$ cat src/hw/dbg_sync_pkg.sv
// shared constants and types for the debug pc-sync block
package dbg_sync_pkg;
    localparam int CLK_PERIOD_NS = 100;
    localparam int FAST_BASE_CYCLES = 128;
    localparam int SLOW_BASE_CYCLES = 2048;
    localparam int TRACE_FIFO_DEPTH = 16;
    localparam int TRACE_WIDTH = 8;
    localparam int DEBUG_EXTENDED_CONTROL_STATUS_ENABLE_BIT = 0;
    localparam int DEBUG_EXTENDED_CONTROL_STATUS_SELECT_LSB = 1;
    localparam int DEBUG_CONFIG_STATUS_SECOND_DIV16_BIT = 6;
    localparam int DEBUG_CONFIG_STATUS_SECOND_TOP_LSB = 24;
    localparam logic [31:0] DEBUG_EXTENDED_CONTROL_STATUS_RESET = 32'h0000_0000;
    localparam logic [31:0] DEBUG_EXTENDED_CONTROL_STATUS_WRITE_MASK = 32'h0000_0007;
    localparam logic [31:0] DEBUG_CONFIG_STATUS_SECOND_RESET = 32'h0001_0000;
    localparam logic [31:0] DEBUG_CONFIG_STATUS_SECOND_HOST_MASK = 32'h3BFF_FFFF;
    localparam logic [31:0] DEBUG_CONFIG_STATUS_SECOND_CORE_MASK = 32'h00FF_FFFF;
    localparam logic [7:0] MARK_ADDR2 = 8'h0D;
    localparam logic [7:0] MARK_ADDR3 = 8'h0E;

    typedef enum logic [2:0] {
        CMD_NONE = 3'h0,
        CMD_READ_TOP_BYTE = 3'h1,
        CMD_WRITE_TOP_BYTE = 3'h2,
        CMD_READ_DEBUG_REGISTER_CMD = 3'h3,
        CMD_WRITE_DEBUG_REGISTER_CMD = 3'h4
    } host_cmd_t;

    typedef enum logic {
        REG_DEBUG_EXTENDED_CONTROL_STATUS = 1'b0,
        REG_DEBUG_CONFIG_STATUS_SECOND = 1'b1
    } reg_sel_t;

    typedef enum logic [2:0] {
        TR_IDLE = 3'b000,
        TR_MARK = 3'b001,
        TR_ADR0 = 3'b011,
        TR_ADR1 = 3'b010,
        TR_ADR2 = 3'b110
    } trace_state_t;
endpackage

$ cat src/hw/trace_stream_if.sv
// valid/ready stream between the trace packer and its fifo
interface trace_stream_if #(parameter int WIDTH = 8);
    logic inValid;
    logic inReady;
    logic [WIDTH-1:0] inData;
    logic outValid;
    logic outReady;
    logic [WIDTH-1:0] outData;
    modport fifo (input inValid, inData, outReady,
                  output inReady, outValid, outData);
    modport user (output inValid, inData, outReady,
                  input inReady, outValid, outData);
endinterface

$ cat src/hw/trace_fifo.sv
// trace byte fifo with registered read data
module trace_fifo #(
    parameter int WIDTH = 8,
    parameter int DEPTH = 16
) (
    input wire logic clk_sys,
    input wire logic reset,
    trace_stream_if.fifo s
);
    localparam int AW = $clog2(DEPTH);
    localparam logic [AW:0] FULL_COUNT = (AW+1)'(DEPTH);

    logic [WIDTH-1:0] mem [DEPTH];
    logic [AW-1:0] wrPtr_q;
    logic [AW-1:0] rdPtr_q;
    logic [AW:0] count_q;
    logic outValid_q;
    logic [WIDTH-1:0] outData_q;
    wire doPush;
    wire doPop;
    wire memEmpty;

    // push when room, refill output register when free
    assign memEmpty = (count_q == '0);
    assign s.inReady = (count_q != FULL_COUNT);
    assign doPush = s.inValid && s.inReady;
    assign doPop = !memEmpty && (!outValid_q || s.outReady);
    assign s.outValid = outValid_q;
    assign s.outData = outData_q;

    // storage array, no reset needed
    always_ff @(posedge clk_sys) begin
        if (doPush) begin
            mem[wrPtr_q] <= s.inData;
        end
    end

    // pointers, count and output stage
    always_ff @(posedge clk_sys) begin
        if (reset) begin
            wrPtr_q <= '0;
            rdPtr_q <= '0;
            count_q <= '0;
            outValid_q <= 1'b0;
            outData_q <= '0;
        end else begin
            if (doPush) wrPtr_q <= wrPtr_q + 1'b1;
            if (doPop) rdPtr_q <= rdPtr_q + 1'b1;
            count_q <= count_q + (AW+1)'(doPush) - (AW+1)'(doPop);
            if (doPop) begin
                outData_q <= mem[rdPtr_q];
                outValid_q <= 1'b1;
            end else if (s.outReady) begin
                outValid_q <= 1'b0;
            end
        end
    end
endmodule

$ cat src/hw/debug_pc_sync.sv
// periodic pc sync, trace address packer and second config register
module debug_pc_sync
    import dbg_sync_pkg::*;
#(
    parameter int FAST_BASE = dbg_sync_pkg::FAST_BASE_CYCLES,
    parameter int SLOW_BASE = dbg_sync_pkg::SLOW_BASE_CYCLES,
    parameter int FIFO_DEPTH = dbg_sync_pkg::TRACE_FIFO_DEPTH
) (
    input wire logic clk_sys,
    input wire logic reset,
    input wire logic hostCmdValid,
    input wire dbg_sync_pkg::host_cmd_t hostCmd,
    input wire dbg_sync_pkg::reg_sel_t hostRegSel,
    input wire logic [31:0] hostWrData,
    output logic hostRdValid,
    output logic [31:0] hostRdData,
    input wire logic coreDebugWrite,
    input wire logic coreSupervisor,
    input wire logic [31:0] coreWrData,
    input wire logic cfgAddrWide,
    output logic syncRequest,
    input wire logic forcedFetchValid,
    input wire logic [23:0] forcedFetchAddr,
    output logic traceValid,
    output logic [7:0] traceData,
    input wire logic traceReady
);
    import dbg_sync_pkg::*;

    localparam int CW = $clog2(SLOW_BASE * 8);

    // period of the sync timer for a divide flag and select code
    function automatic logic [CW:0] periodOf(input logic div16,
                                             input logic [1:0] sel);
        logic [CW:0] base;
        base = div16 ? (CW+1)'(FAST_BASE) : (CW+1)'(SLOW_BASE);
        return base << sel;
    endfunction

    logic [31:0] debug_extended_control_status_q;
    logic [31:0] debug_config_status_second_q;
    logic [31:0] debug_config_status_second_d;
    logic [31:0] debug_extended_control_status_d;
    logic hostRdValid_q;
    logic [31:0] hostRdData_q;
    logic syncReq_q;
    logic enablePrev_q;
    logic [CW:0] timer_q;
    trace_state_t state_q;
    trace_state_t state_d;
    logic [23:0] addr_q;
    logic wide_q;

    trace_stream_if #(.WIDTH(TRACE_WIDTH)) tq ();

    // decoded control fields
    wire syncEnable = debug_extended_control_status_q[DEBUG_EXTENDED_CONTROL_STATUS_ENABLE_BIT];
    wire [1:0] syncSel = debug_extended_control_status_q[DEBUG_EXTENDED_CONTROL_STATUS_SELECT_LSB +: 2];
    wire syncDiv16 = debug_config_status_second_q[DEBUG_CONFIG_STATUS_SECOND_DIV16_BIT];
    wire [CW:0] period = periodOf(syncDiv16, syncSel);
    wire enableRise = syncEnable && !enablePrev_q;
    wire expiry = syncEnable && !enableRise
                  && (timer_q == period - 1'b1);

    // host command decode
    wire isCsr2 = (hostRegSel == REG_DEBUG_CONFIG_STATUS_SECOND);
    wire byteRead = hostCmdValid && (hostCmd == CMD_READ_TOP_BYTE);
    wire byteWrite = hostCmdValid && (hostCmd == CMD_WRITE_TOP_BYTE);
    wire dregRead = hostCmdValid && (hostCmd == CMD_READ_DEBUG_REGISTER_CMD);
    wire dregWrite = hostCmdValid && (hostCmd == CMD_WRITE_DEBUG_REGISTER_CMD);
    wire coreWrite = coreDebugWrite && coreSupervisor;
    wire anyRead = byteRead || dregRead;

    // read data: top byte alone or the whole word
    wire [31:0] readWord = isCsr2 ? debug_config_status_second_q : debug_extended_control_status_q;
    wire [31:0] byteWord = {24'h00_0000, debug_config_status_second_q[31:24]};
    wire [31:0] rdSel = byteRead ? byteWord : readWord;

    // next value of the second config register
    wire [31:0] byteMerge = {hostWrData[7:0], 24'h00_0000};
    wire [31:0] byteMask = {8'hFF, 24'h00_0000} & DEBUG_CONFIG_STATUS_SECOND_HOST_MASK;
    wire [31:0] coreMerge = (debug_config_status_second_q & ~DEBUG_CONFIG_STATUS_SECOND_CORE_MASK)
                            | (coreWrData & DEBUG_CONFIG_STATUS_SECOND_CORE_MASK);
    wire [31:0] csr2Base = coreWrite ? coreMerge : debug_config_status_second_q;

    // a host register write replaces a core write in the same cycle; a top byte write merges with it
    always_comb begin
        debug_config_status_second_d = csr2Base;
        if (byteWrite) begin
            debug_config_status_second_d = (csr2Base & ~byteMask)
                     | (byteMerge & byteMask);
        end else if (dregWrite && isCsr2) begin
            debug_config_status_second_d = hostWrData & DEBUG_CONFIG_STATUS_SECOND_HOST_MASK;
        end
    end

    // next value of the extended control register
    assign debug_extended_control_status_d = (dregWrite && !isCsr2)
                    ? (hostWrData & DEBUG_EXTENDED_CONTROL_STATUS_WRITE_MASK) : debug_extended_control_status_q;

    // register file and read answer
    always_ff @(posedge clk_sys) begin
        if (reset) begin
            debug_extended_control_status_q <= DEBUG_EXTENDED_CONTROL_STATUS_RESET;
            debug_config_status_second_q <= DEBUG_CONFIG_STATUS_SECOND_RESET;
            hostRdValid_q <= 1'b0;
            hostRdData_q <= '0;
        end else begin
            debug_extended_control_status_q <= debug_extended_control_status_d;
            debug_config_status_second_q <= debug_config_status_second_d;
            hostRdValid_q <= anyRead;
            hostRdData_q <= anyRead ? rdSel : hostRdData_q;
        end
    end

    // sync timer and request pulse
    always_ff @(posedge clk_sys) begin
        if (reset) begin
            timer_q <= '0;
            enablePrev_q <= 1'b0;
            syncReq_q <= 1'b0;
        end else begin
            enablePrev_q <= syncEnable;
            syncReq_q <= expiry;
            if (!syncEnable || enableRise || expiry) begin
                timer_q <= '0;
            end else begin
                timer_q <= timer_q + 1'b1;
            end
        end
    end

    // trace packer: marker then two or three address bytes
    wire capture = (state_q == TR_IDLE) && forcedFetchValid;
    wire pushOk = tq.inReady;
    wire [7:0] markByte = wide_q ? MARK_ADDR3 : MARK_ADDR2;

    always_comb begin
        state_d = state_q;
        unique case (state_q)
            TR_IDLE: if (forcedFetchValid) state_d = TR_MARK;
            TR_MARK: if (pushOk) state_d = TR_ADR0;
            TR_ADR0: if (pushOk) state_d = TR_ADR1;
            TR_ADR1: begin
                if (pushOk) state_d = wide_q ? TR_ADR2 : TR_IDLE;
            end
            TR_ADR2: if (pushOk) state_d = TR_IDLE;
            default: state_d = TR_IDLE;
        endcase
    end

    // byte offered to the fifo in each state
    assign tq.inValid = (state_q != TR_IDLE);
    assign tq.inData = (state_q == TR_MARK) ? markByte
                     : (state_q == TR_ADR0) ? addr_q[7:0]
                     : (state_q == TR_ADR1) ? addr_q[15:8]
                     : addr_q[23:16];
    assign tq.outReady = traceReady;

    // packer state and captured address
    always_ff @(posedge clk_sys) begin
        if (reset) begin
            state_q <= TR_IDLE;
            addr_q <= '0;
            wide_q <= 1'b0;
        end else begin
            state_q <= state_d;
            if (capture) begin
                addr_q <= forcedFetchAddr;
                wide_q <= cfgAddrWide;
            end
        end
    end

    trace_fifo #(
        .WIDTH(TRACE_WIDTH),
        .DEPTH(FIFO_DEPTH)
    ) u_fifo (
        .clk_sys(clk_sys),
        .reset(reset),
        .s(tq.fifo)
    );

    // outputs straight from flip-flops
    assign hostRdValid = hostRdValid_q;
    assign hostRdData = hostRdData_q;
    assign syncRequest = syncReq_q;
    assign traceValid = tq.outValid;
    assign traceData = tq.outData;

    // helper: cycles since the timer last restarted, config stable
    logic [CW:0] gap_q;
    logic cfgStable_q;
    always_ff @(posedge clk_sys) begin
        if (reset) begin
            gap_q <= '0;
            cfgStable_q <= 1'b0;
        end else begin
            gap_q <= (expiry || enableRise) ? '0 : gap_q + 1'b1;
            cfgStable_q <= (expiry || enableRise) ? 1'b1
                         : cfgStable_q && syncEnable
                           && (debug_extended_control_status_d == debug_extended_control_status_q)
                           && (debug_config_status_second_d[DEBUG_CONFIG_STATUS_SECOND_DIV16_BIT] == syncDiv16);
        end
    end
endmodule

$ cat config.mk
export PLATFORM = sky130hd
export DESIGN_NAME = debug_pc_sync
export DESIGN_NICKNAME = d
export VERILOG_FILES = /design/src/hw/dbg_sync_pkg.sv /design/src/hw/trace_stream_if.sv /design/src/hw/trace_fifo.sv /design/src/hw/debug_pc_sync.sv
export SDC_FILE = /design/constraint.sdc
export NUM_CORES = 1
export LEC_CHECK = 0
export BUFFER_PORTS_ARGS = -buffer_cell sky130_fd_sc_hd__buf_2
export CAP_MARGIN = 0
export CORE_MARGIN = 5
export CORE_UTILIZATION = 53
export CTS_CLUSTER_DIAMETER = 120
export CTS_CLUSTER_SIZE = 40
export DETAILED_ROUTE_END_ITERATION = 8
export GPL_TIMING_DRIVEN = 0
export PLACE_DENSITY = 0.71
export SYNTH_ARGS = -nofsm -noshare
export SYNTH_HDL_FRONTEND = slang
export SYNTH_SLANG_ARGS = --single-unit
$ cat constraint.sdc
create_clock -name clk_sys -period 6.2 [get_ports clk_sys]
set_input_delay 0.62 -clock clk_sys [delete_from_list [all_inputs] [get_ports clk_sys]]
set_output_delay 0.62 -clock clk_sys [all_outputs]
set_load 0.02 [all_outputs]
==> key figures <==
Clock network
  – CTS tree: done
  – Clock Sinks: 257
  – Root buffer cell: clkbuf_16
  – H-tree depth: 1
  – CTS clk-pin slew, worst paths: 0.14 ns
  – Post-CTS sizing: 0
  – Later-pin clock latency in the skew report: about 0.50 ns
  – Hold-fix buffers, CTS: 0
  – Max Root-Sink Buffers: 3
  – Setup Buffers After CTS: 0
  – Total CTS buffers: 10

Finish
  – # diodes: 0
  – Multi-input logic area: 3751 um^2
  – Design area: 11820 um^2
  – Final instance count without filler cells: 1292
  – Core Util, Final: 60.55%
  – Nets: 1137
  – Register area: 6426 um^2
  – Area Overhead vs Synth: 12.46%
  – Share of cells above drive strength 1: 19.77%
  – # fillers: about 1700

Synthesis
  – Ys Warns: 0
  – Post-synthesis async set-or-reset flop share: 0%
  – Biggest area consumer among synthesized cells: edfxtp_1
  – Syn Inst Count: 880
  – Netlist cell types: 54
  – Yosys reg bits: 257
  – Most common cell in the netlist: dfxtp_1
  – Yosys top cell area share: 36.56%
  – Synth area leaders: edfxtp_1 (37%), dfxtp_1 (25%), mux4_2 (6.9%)
  – Seq/Total Area, Yosys: 61.12%
  – Post-synth EDFFs: 128
  – Primary FF master, synth: dfxtp_1
  – Most frequent cells after synthesis: dfxtp_1 (129), edfxtp_1 (128), nand2_1 (108), nor2_1 (92), a21oi_1 (49)
  – Post-Syn Area: 10510 um^2
  – Synth Area per Inst: about 12 um^2

Worst setup path
  – FF-to-FF setup slack: 3.03 ns
  – CP max FO: 10
  – Worst setup path endpoint: u_fifo.count_q[4]
  – Worst setup SP type: register
  – Setup crit end kind: register
  – Worst R2R End: u_fifo.count_q[4]
  – Critical Path RT: 6.62 ns
  – Reg2reg path depth: 16
  – Reg-to-Reg Start: u_fifo.count_q[2]
  – CP arrival: around 3.6 ns
  – CP startpoint: u_fifo.count_q[2]
  – Type of the worst setup path: reg -> reg

Placement
  – Placed Area: 11510 um^2
  – Dpl cells: 1276
  – Routability cong.: 0.9024
  – Port bufs: 124
  – HPWL Detailed: between 15 and 20 mm

Routing
  – Drt first pass iters: 5
  – Post-DRT Antenna Nets: 0
  – DRC: 0
  – DRT Wirelength: 23.42 mm
  – Initial DRC count: 546
  – Drt via density: around 5.6
  – Drt wl/cell: 18.12 um
  – Vias: slightly above 7000

Power
  – Leakage power: between 4 and 5 nW
  – Final Total Pwr: 0.003694 W
  – Pwr/cell area: 312.4 nW/um^2
  – Worst vdd ir: 0.0001944 V

Floorplan
  – Row Count: 51
  – DIE AREA: 22750 um^2
  – Core area: 19530 um^2
  – Die width: 150.8 um
  – Die Y-Extent: 150.8 um
  – I/O pin count: 143
  – Initial Util: 53.84%

Min path
  – Hold WC Path Type: in -> reg

Timing
  – Hold Fails Final Rpt: 0
  – Tcrit/Tclk final: about 50%
  – Worst Tran Pin Value: 1.328 ns
  – Final slew viol count: 0
  – Worst-case clock skew: 0.02740 ns
  – Tmin final: between 3 and 4 ns
  – Sum Neg Setup Slack: 0 ns
  – RSZ-0062 raised after global routing: no
  – Slew margin rel.: between 10% and 20%
  – Final setup viols: 0
  – Max Fclk: approximately 0.31 GHz

Global route
  – First-pass GRT wire length: 37.27 mm
  – Pin count of the biggest net entering global routing: 42
  – Vias in the first global route: 7031
  – Initial antenna violation count: 0
  – Total global-route track usage: 20.87%
  – Grt total ovfl: 0

Run status
  – Outcome: finished clean

Job
  – Max-cap viol count: 0
## cell type report
class                   count  share of cell area, %
plain buffers              65                  2.466
inverters                  14                 0.4444
multi-input cells         546                  31.72
flip-flops and latches    257                  54.35
clock inverters             2                 0.2328
well taps                 265                  2.804
clock buffers              13                  2.392
repair buffers            130                  5.587
## cells by family after synthesis
kind of cell / after synthesis / share of synthesized area, %
simple gates: 310 / 13.76
compound gates: 136 / 8.616
xor+xnor: 22 / 1.833
mux: 62 / 9.746
other cells: 1 / 0.03567
fa+ha+maj: 13 / 1.618
buf+inv: 79 / 3.272
flops: 257 / 61.12
## cell usage in the layout (no fill, tap or decap), types with 13 or more instances in the layout
cell      netlist  routed
a21oi_1        49      49
a22oi_1        29      29
a311oi_1       23      23
buf_2          11     137
clkbuf_1       47      49
dfxtp_1       129     129
edfxtp_1      128     128
mux2i_1        27      27
mux4_2         32      32
nand2_1       108     108
nand3_1        32      32
nor2_1         92      92
nor3_1         15      15
xor2_1         13      13
## critical path, cell delays in order, from the launching register on
cell and delay, ns:
dfxtp_1 0.34, inv_1 0.07, ha_1 0.19, nor4b_1 0.40, nand2b_1 0.19, buf_4 0.19, clkinv_1 0.20, ha_1 0.33
inv_1 0.04, ha_1 0.18, inv_1 0.07, fa_1 0.21, inv_1 0.05, a21oi_1 0.11, nor2_1 0.06, or3_1 0.34
a21oi_1 0.14
## state kept, by name, indices dropped and copies added (netlist names)
register and count:
debug_config_status_second_q 29, u_fifo.count_q 5, hostRdValid 1, hostRdData 29, state_q 3, addr_q 24, debug_extended_control_status_q 3, u_fifo.mem 128
u_fifo.s.outData 8, wide_q 1, u_fifo.s.outValid 1, timer_q 15, syncRequest 1, u_fifo.rdPtr_q 4, u_fifo.wrPtr_q 4, enablePrev_q 1
## how the worst min path moves through the flow
stage / start / endpoint / slack (ns) / cells past startpoint
6_report: forcedFetchAddr[15] / addr_q[15] / 0.34 / 3
5_1_grt: forcedFetchAddr[18] / addr_q[18] / 0.34 / 3
4_1_cts: forcedFetchAddr[13] / addr_q[13] / 0.33 / 3
3_5_place_dp: addr_q[11] / addr_q[11] / 0.45 / 2
3_3_place_gp: addr_q[0] / addr_q[0] / 0.44 / 2
2_1_floorplan: addr_q[0] / addr_q[0] / 0.43 / 2
## through the flow
step / hold slack (ns) / setup WS [ns]
after global placement: 0.4426 / 3.097
after floorplan: 0.4329 / 3.491
after CTS: 0.3331 / 3.006
after global routing: 0.3401 / 2.794
final: 0.3423 / 3.025
after detailed placement: 0.4505 / 3.099
## where the power goes
group          internal (W)  total, W  leakage (nW)  switching [W]
sequential          0.00192   0.00198          2.23      0.0000588
clock              0.000337  0.000836         0.151       0.000499
combinational      0.000381  0.000880          1.82       0.000499
total               0.00264   0.00369          4.20        0.00106
## layer usage
metal	vias to the layer above	share of wire [%]	global-route usage [%]
met5	-	0	0
met4	0	1.9	4.714
met3	29	5.8	2.484
met2	224	47	33.27
met1	3462	45	31.06
li1	3492	-	-
Note: power is estimated with default switching activity, not from simulation.
